$ cat config.mk
export PLATFORM = sky130hd
export DESIGN_NAME = trace_id_regs
export DESIGN_NICKNAME = d
export VERILOG_FILES = /design/src/hdl/trace_id_decode.v /design/src/hdl/trace_id_check.v /design/src/hdl/trace_id_regs.v
export VERILOG_INCLUDE_DIRS = /design/src /design/src/hdl
export SDC_FILE = /design/constraint.sdc
export NUM_CORES = 1
export LEC_CHECK = 0
export BUFFER_PORTS_ARGS = -buffer_cell sky130_fd_sc_hd__buf_2
export CAP_MARGIN = 20
export CORE_ASPECT_RATIO = 1.4
export CORE_UTILIZATION = 40
export CTS_CLUSTER_DIAMETER = 80
export DETAILED_ROUTE_END_ITERATION = 16
export GPL_TIMING_DRIVEN = 0
export PLACE_DENSITY = 0.79
export SLEW_MARGIN = 20
export SYNTH_ARGS = -nofsm -noshare
export SYNTH_HDL_FRONTEND = slang
export SYNTH_HIERARCHICAL = 1
export SYNTH_SLANG_ARGS = --single-unit
$ cat constraint.sdc
create_clock -name CLK -period 7.8 [get_ports CLK]
set_input_delay 1.56 -clock CLK [delete_from_list [all_inputs] [get_ports CLK]]
set_output_delay 1.56 -clock CLK [all_outputs]
set_load 0.01 [all_outputs]
$ cat src/hdl/trace_id_defines.vh
// trace_id_defines.vh: offsets, field positions and widths of the
// factory traceability register bank.
// assumes: included by bare name from the design files under hdl/.
`ifndef TRACE_ID_DEFINES_VH
`define TRACE_ID_DEFINES_VH

// ************************************************************
// register offsets
// ************************************************************
`define OFS_SERIAL_BYTE0 8'hc6
`define OFS_SERIAL_BYTE1 8'hc7
`define OFS_SERIAL_BYTE2 8'hc8
`define OFS_SERIAL_BYTE3 8'hc9
`define OFS_SERIAL_BYTE4 8'hca
`define OFS_LOGIC_WAFER_NUM 8'hcb
`define OFS_LOGIC_WAFER_X 8'hcc
`define OFS_LOGIC_WAFER_Y 8'hcd
`define OFS_DEVICE_REVISION 8'hce
`define OFS_LOGIC_LOT_LOW 8'hd0
`define OFS_LOGIC_LOT_HIGH 8'hd1
`define OFS_SENSE_WAFER_X 8'hd2
`define OFS_SENSE_WAFER_Y 8'hd3
`define OFS_SENSE_LOT_LOW 8'hd4
`define OFS_SENSE_LOT_HIGH 8'hd5
`define OFS_SENSE_WAFER_REV 8'hda

// ************************************************************
// field layout
// ************************************************************
`define SERIAL_WIDTH 40
`define SERIAL_IN_LOT_LSB 0
`define SERIAL_IN_LOT_WIDTH 16
`define LOT_NUMBER_LSB 16
`define LOT_NUMBER_WIDTH 20
`define TEST_ID_LSB 36
`define TEST_ID_WIDTH 4
`define SENSE_WAFER_FIELD_WIDTH 5
`define ASSEMBLY_REV_LSB 5
`define ASSEMBLY_REV_WIDTH 3
`define DEVICE_REV_WIDTH 4
`define DEVICE_REV_PRODUCTION 4'hf

// ************************************************************
// image and reset values
// ************************************************************
`define IMAGE_BYTES 16
`define IMAGE_WIDTH 128
`define READ_DATA_RESET 8'h00
`define CHECK_WIDTH 8

`endif

$ cat src/hdl/trace_id_decode.v
// trace_id_decode.v: maps a register address onto an image byte slot.
// assumes: address is stable for the cycle; purely combinational.
`timescale 1ns/1ps
`default_nettype none
`include "trace_id_defines.vh"

module trace_id_decode (
    // address in
    input wire [7:0] addr,
    // slot out
    output reg [3:0] slot,
    output reg hit
);

    always @* begin
        hit = 1'b1;
        slot = 4'h0;
        case (addr)
            `OFS_SERIAL_BYTE0: slot = 4'h0;
            `OFS_SERIAL_BYTE1: slot = 4'h1;
            `OFS_SERIAL_BYTE2: slot = 4'h2;
            `OFS_SERIAL_BYTE3: slot = 4'h3;
            `OFS_SERIAL_BYTE4: slot = 4'h4;
            `OFS_LOGIC_WAFER_NUM: slot = 4'h5;
            `OFS_LOGIC_WAFER_X: slot = 4'h6;
            `OFS_LOGIC_WAFER_Y: slot = 4'h7;
            `OFS_DEVICE_REVISION: slot = 4'h8;
            `OFS_LOGIC_LOT_LOW: slot = 4'h9;
            `OFS_LOGIC_LOT_HIGH: slot = 4'ha;
            `OFS_SENSE_WAFER_X: slot = 4'hb;
            `OFS_SENSE_WAFER_Y: slot = 4'hc;
            `OFS_SENSE_LOT_LOW: slot = 4'hd;
            `OFS_SENSE_LOT_HIGH: slot = 4'he;
            `OFS_SENSE_WAFER_REV: slot = 4'hf;
            default: hit = 1'b0;
        endcase
    end

endmodule
`default_nettype wire

$ cat src/hdl/trace_id_check.v
// trace_id_check.v: xor-rotate check word over the factory image.
// assumes: image is static after load; the result is compared against
// the stored check word by the caller.
`timescale 1ns/1ps
`default_nettype none
`include "trace_id_defines.vh"

module trace_id_check #(
    parameter BYTES = `IMAGE_BYTES
) (
    // image in
    input wire [8*BYTES-1:0] image,
    // check word out
    output wire [`CHECK_WIDTH-1:0] check
);

    // each byte is rotated by its index mod 8; swapped bytes go undetected if they lie 8 slots apart or their xor is unchanged by that rotation difference
    wire [`CHECK_WIDTH-1:0] acc [0:BYTES];
    assign acc[0] = 8'h00;

    genvar i;
    generate
        for (i = 0; i < BYTES; i = i + 1) begin : g_byte
            wire [7:0] b = image[8*i +: 8];
            wire [15:0] dbl = {b, b};
            wire [7:0] rot = dbl[(i % 8) +: 8];
            assign acc[i+1] = acc[i] ^ rot;
        end
    endgenerate

    assign check = acc[BYTES];

endmodule
`default_nettype wire

$ cat src/hdl/trace_id_regs.v
// trace_id_regs.v: factory traceability register bank, read-only.
// assumes: the interface front end presents a one-cycle read or write
// strobe with an 8-bit address; the otp image and its check word are
// static factory values on plain inputs.
`timescale 1ns/1ps
`default_nettype none
`include "trace_id_defines.vh"

module trace_id_regs (
    // clock and reset
    input wire CLK,
    input wire RESET,
    // mode and init state
    input wire HOST_MODE_ACTIVE,
    input wire INIT_DONE_FLAG,
    // register access from the interface front end
    input wire RD_STROBE,
    input wire WR_STROBE,
    input wire [7:0] ADDR,
    input wire [7:0] WR_DATA,
    output reg [7:0] RD_DATA,
    output reg RD_VALID,
    output reg RD_ERROR,
    // factory otp content
    input wire [`SERIAL_WIDTH-1:0] UNIT_SERIAL_VALUE,
    input wire [7:0] LOGIC_DIE_WAFER_FIELD,
    input wire [7:0] LOGIC_DIE_WAFER_X,
    input wire [7:0] LOGIC_DIE_WAFER_Y,
    input wire [15:0] LOGIC_DIE_LOT,
    input wire [7:0] SENSE_DIE_WAFER_X,
    input wire [7:0] SENSE_DIE_WAFER_Y,
    input wire [15:0] SENSE_DIE_LOT,
    input wire [`SENSE_WAFER_FIELD_WIDTH-1:0] SENSE_DIE_WAFER_FIELD,
    input wire [`ASSEMBLY_REV_WIDTH-1:0] ASSEMBLY_REV_COUNTER,
    input wire [`DEVICE_REV_WIDTH-1:0] DEVICE_REVISION_NIBBLE,
    input wire [`CHECK_WIDTH-1:0] STORED_CHECK,
    // decoded views and status
    output reg [`SERIAL_IN_LOT_WIDTH-1:0] SERIAL_IN_LOT,
    output reg [`LOT_NUMBER_WIDTH-1:0] LOT_NUMBER,
    output reg [`TEST_ID_WIDTH-1:0] TEST_ID,
    output reg IDENT_UNASSIGNED,
    output reg PRODUCTION_DEVICE,
    output reg OTP_CHECK_FAIL
);

    // ************************************************************
    // image assembly
    // ************************************************************
    wire [`IMAGE_WIDTH-1:0] image;
    wire [7:0] sense_wafer_byte;
    wire [7:0] revision_byte;

    // reserved upper nibble forced to zero, not taken from otp
    assign revision_byte = {4'h0, DEVICE_REVISION_NIBBLE};
    assign sense_wafer_byte = {ASSEMBLY_REV_COUNTER,
                               SENSE_DIE_WAFER_FIELD};

    assign image = {
        sense_wafer_byte,          // slot 15
        SENSE_DIE_LOT[15:8],       // slot 14
        SENSE_DIE_LOT[7:0],        // slot 13
        SENSE_DIE_WAFER_Y,         // slot 12
        SENSE_DIE_WAFER_X,         // slot 11
        LOGIC_DIE_LOT[15:8],       // slot 10
        LOGIC_DIE_LOT[7:0],        // slot 9
        revision_byte,             // slot 8
        LOGIC_DIE_WAFER_Y,         // slot 7
        LOGIC_DIE_WAFER_X,         // slot 6
        LOGIC_DIE_WAFER_FIELD,     // slot 5
        UNIT_SERIAL_VALUE          // slots 4..0, lsb byte first
    };

    // ************************************************************
    // address decode and check
    // ************************************************************
    wire [3:0] slot;
    wire hit;
    wire [`CHECK_WIDTH-1:0] check;

    trace_id_decode u_decode (
        .addr(ADDR),
        .slot(slot),
        .hit(hit)
    );

    trace_id_check #(
        .BYTES(`IMAGE_BYTES)
    ) u_check (
        .image(image),
        .check(check)
    );

    // ************************************************************
    // read path
    // ************************************************************
    // after init is done the bank goes dark; the host must read first
    wire read_allowed = HOST_MODE_ACTIVE & ~INIT_DONE_FLAG;
    wire [7:0] slot_byte = image[{slot, 3'b000} +: 8];

    reg [7:0] rd_data_d;
    reg rd_error_d;

    always @* begin
        rd_data_d = `READ_DATA_RESET;
        rd_error_d = 1'b0;
        if (RD_STROBE) begin
            if (read_allowed && hit) begin
                rd_data_d = slot_byte;
            end else begin
                rd_error_d = 1'b1;
            end
        end
    end

    // writes land nowhere: the bank has no storage a write can reach
    always @(posedge CLK) begin
        if (RESET) begin
            RD_DATA <= `READ_DATA_RESET;
            RD_VALID <= 1'b0;
            RD_ERROR <= 1'b0;
        end else begin
            RD_VALID <= RD_STROBE & ~WR_STROBE;
            RD_ERROR <= rd_error_d & ~WR_STROBE;
            if (RD_STROBE && !WR_STROBE) begin
                RD_DATA <= rd_data_d;
            end
        end
    end

    // ************************************************************
    // decoded views and status
    // ************************************************************
    wire [`SERIAL_IN_LOT_WIDTH-1:0] in_lot_w =
        UNIT_SERIAL_VALUE[`SERIAL_IN_LOT_LSB +: `SERIAL_IN_LOT_WIDTH];
    wire [`LOT_NUMBER_WIDTH-1:0] lot_w =
        UNIT_SERIAL_VALUE[`LOT_NUMBER_LSB +: `LOT_NUMBER_WIDTH];

    always @(posedge CLK) begin
        if (RESET) begin
            SERIAL_IN_LOT <= {`SERIAL_IN_LOT_WIDTH{1'b0}};
            LOT_NUMBER <= {`LOT_NUMBER_WIDTH{1'b0}};
            TEST_ID <= {`TEST_ID_WIDTH{1'b0}};
            IDENT_UNASSIGNED <= 1'b1;
            PRODUCTION_DEVICE <= 1'b0;
            OTP_CHECK_FAIL <= 1'b0;
        end else begin
            SERIAL_IN_LOT <= in_lot_w;
            LOT_NUMBER <= lot_w;
            TEST_ID <= UNIT_SERIAL_VALUE[`TEST_ID_LSB +: `TEST_ID_WIDTH];
            // zero is never issued for lot or in-lot serial
            IDENT_UNASSIGNED <= (in_lot_w == 16'h0000) ||
                                (lot_w == 20'h00000);
            PRODUCTION_DEVICE <=
                (DEVICE_REVISION_NIBBLE == `DEVICE_REV_PRODUCTION);
            OTP_CHECK_FAIL <= (check != STORED_CHECK);
        end
    end

endmodule
`default_nettype wire

==> impl_results.md <==
* Peak VDD IR at 0.116 mV
* Skew final at 0 ns
* CTS tree: yes
* Setup TNS at 0 ns
* Layout area overhead at 33.2%
* Drt drc at 0
* Max_slew headroom at 54.3%
* GRT Max-Usage Layer: met2
* Clock power frac at 27.3%
* Hold Crit Endpoint: RD_DATA[5]$_SDFFE_PP0P_
* Post-synth EDFFs at 0
* Cts repair resizes at 0
* DR vias at 3702
* CTS H-tree lvls at 2
* Largest area contributor in the netlist: dfxtp_1
* R2r setup slk at 7.18 ns
* Max frequency at 250 MHz
* Critical R2R Launch: RD_DATA[3]$_SDFFE_PP0P_
* # setup viols final at 0
* Die footprint at 10200 sq um
* Inserted Clock Buffers at 5
* DRT iter0 DRCs at 192
* Synth Flop Type: dfxtp_1
* CP Launch Type: input pin
* Clk_lat worst skew at 0.29 ns
* Cell Rows at 42
* Initial antenna violation count at 0
* Final WS setup at 3.81 ns
* Clock buffer depth at 2
* Reg2Reg Depth at 1
* Post-cts hold buffer count at 0
* Internal power at 0.574 mW
* Nets at 733
* Hold Vio Cnt, Final at 0
* Synth Warn # at 6
* Pre-antenna DRT Iters at 4
* Synthesized instance count at 375
* Filler-free cell count of the finished design at 712
* Worst-path clk slew at 0.07 ns
* Vert. Die Dim at 119 microns
* Seq/Total Area, Yosys at 27.0%
* Comb pwr share at 38.7%
* Ys async rst share at 0%
* Final core utilization at 55.0%
* Buffer count from post-CTS setup fixing at 0
* Global-route wire length before repair at 20300 microns
* Gr ovfl total at 0
* CP endpoint kind: flip-flop
* Routed wire per std cell at 19.6 microns
* Worst Tran Pin Value at 0.685 ns
* Final WL at 13900 microns
* Synth Register Bits at 53
* Outcome: complete, no violations
* Pins over their slew limit at 0
* Largest cells by area after synthesis: dfxtp_1 (27%), xnor2_1 (25%), mux4_2 (13%)
* Die X at 85.7 microns
* Met3 Use GR at 3.88%
* HP Start: RD_DATA[5]$_SDFFE_PP0P_
* Pre-CTS setup slack at 3.48 ns
* Tmin final at 3.99 ns
* Crit Path Category: input pin to flip-flop
* Net Sw Power at 0.263 mW
* Final HPWL DP at 11900 microns
* GR Util met2 at 49.5%
* Post-synthesis cell area at 3930 sq um
* DP Cell Count at 704
* Max-cap viol count at 0
* Io pins at 207
* Share of Yosys cell area claimed by the top area cell type at 27.0%
* Initial cell density of the core at 41.3%
* IO Port Bufs at 194
* Worst r2r dst: RD_DATA[3]$_SDFFE_PP0P_
* Placer congestion estimate at 0.916
* Worst Path Arrival at 4.18 ns
* Mean Syn Cell Area at 10.5 sq um
* Largest net degree at the start of global routing at 18
* Clock sink count at 53
* Total global-route track usage at 27.2%
* Sequential share of power at 34.1%
* RSZ-0062 raised after global routing: no
* Switching share of power at 31.4%
* Fin Hold WS at 0.465 ns
* DRT antenna net count at 0
* Clock root buffer: clkbuf_16
* Final worst-path cycle share at 51.2%
* WP data required at 7.99 ns
* HP Class: flip-flop to flip-flop
* Number of library cell types mapped by synthesis at 47
* Met1 Use GR at 30.5%
* Pwr dens at 160 nW/um^2
* Layout cells sized above 1 at 42.1%
* CP Max Fanout at 10
* # diodes at 0
* Via/cell ratio at 5.20
* Vias in the first global route at 3697
* Leakage at 2.17 nW
* Std-Cell Core Area at 9510 sq um
* Cell depth of the worst hold path at 1
==> worst max-delay path: stages <==
cell      delay (ns)
buf_2           0.12
buf_4           0.16
a2111o_1        0.34
a31oi_1         0.24
buf_6           0.21
buf_2           0.35
mux4_2          0.55
mux2i_1         0.23
mux2i_1         0.16
a22o_1          0.24
==> power groups by stage <==
stage / Clock, mW / Combinational [mW] / Sequential (mW)
6_report: 0.228 / 0.324 / 0.285
5_1_grt: 0.239 / 0.346 / 0.286
4_1_cts: 0.230 / 0.324 / 0.285
3_5_place_dp: 0 / 0.322 / 0.292
3_3_place_gp: 0 / 0.319 / 0.291
2_1_floorplan: 0 / 0.203 / 0.299
==> per-stage QoR <==
step | power (mW) | cell area, sq um
4_1_cts | 0.839 | 5230
2_1_floorplan | 0.502 | 3940
3_3_place_gp | 0.610 | 5070
6_report | 0.837 | 5230
5_1_grt | 0.871 | 5230
3_5_place_dp | 0.614 | 5070
==> routing by layer <==
layer | share of wire (%) | routed length, microns | up-vias
met3 | 6.0 | 840 | 43
li1 | - | - | 1727
met1 | 37 | 5100 | 1738
met2 | 53 | 7340 | 194
met4 | 4.6 | 646 | 0
met5 | 0 | 0 | -
==> area by class of cell <==
| class | count | area, sq um |
|---|---|---|
| clock buffer | 6 | 139 |
| clock inverter | 2 | 17.5 |
| multi-input combinational | 301 | 2760 |
| buffer | 19 | 101 |
| sequential | 53 | 1060 |
| timing repair buffer | 194 | 971 |
| inverter | 5 | 18.8 |
| fill | 911 | 4280 |
| tap | 132 | 165 |
==> logic make-up after synthesis <==
family	count (synthesis)	share of synthesized area [%]
xor gates and xnor gates	129	28.8
and+or+nand+nor	88	13.6
DFF	53	27.0
muxes	43	20.6
AOI/OAI and AO/OA	37	6.85
buffers and inverters	24	3.06
other	1	0.0955
==> state kept, by name (all words and copies together), names as in the netlist <==
signal             count
IDENT_UNASSIGNED       1
LOT_NUMBER            20
OTP_CHECK_FAIL         1
PRODUCTION_DEVICE      1
RD_DATA                8
RD_ERROR               1
RD_VALID               1
SERIAL_IN_LOT         16
TEST_ID                4
==> cell usage after synthesis (3+ instances only) <==
cell type / instances
nor4_1: 11
xnor2_1: 112
mux2i_1: 11
o22ai_1: 3
mux4_2: 22
nand2_1: 11
dfxtp_1: 53
a21oi_1: 6
xor2_1: 17
nand3_1: 5
a22o_1: 5
mux2_2: 4
o21ai_0: 6
mux4_1: 6
clkbuf_2: 3
clkbuf_1: 5
nor2b_1: 47
buf_2: 6
inv_1: 4
==> how the worst max path moves through the flow <==
stage / to / slack [ns] / from
2_1_floorplan: RD_DATA[6]$_SDFFE_PP0P_ / 4.05 / ADDR[2]
3_3_place_gp: RD_DATA[1]$_SDFFE_PP0P_ / 3.51 / ADDR[4]
3_5_place_dp: RD_DATA[0]$_SDFFE_PP0P_ / 3.48 / ADDR[4]
4_1_cts: RD_DATA[0]$_SDFFE_PP0P_ / 3.80 / ADDR[4]
5_1_grt: RD_DATA[0]$_SDFFE_PP0P_ / 3.73 / ADDR[4]
6_report: RD_DATA[0]$_SDFFE_PP0P_ / 3.81 / ADDR[4]
==> cell usage in the layout, fill, tap and decap left out, types with 3 or more instances in the layout <==
cell type and instances:
inv_1 4, a22o_1 5, nor4_1 11, nand2_1 11, o21ai_0 6, clkbuf_2 3, o22ai_1 3, xnor2_1 112
mux4_2 22, conb_1 4, a21oi_1 6, nand3_1 5, xor2_1 17, buf_2 200, clkbuf_1 5, mux4_1 6
mux2_2 4, mux2i_1 11, nor2b_1 47, clkbuf_16 5, dfxtp_1 53
(Power assumes the default switching activity.)
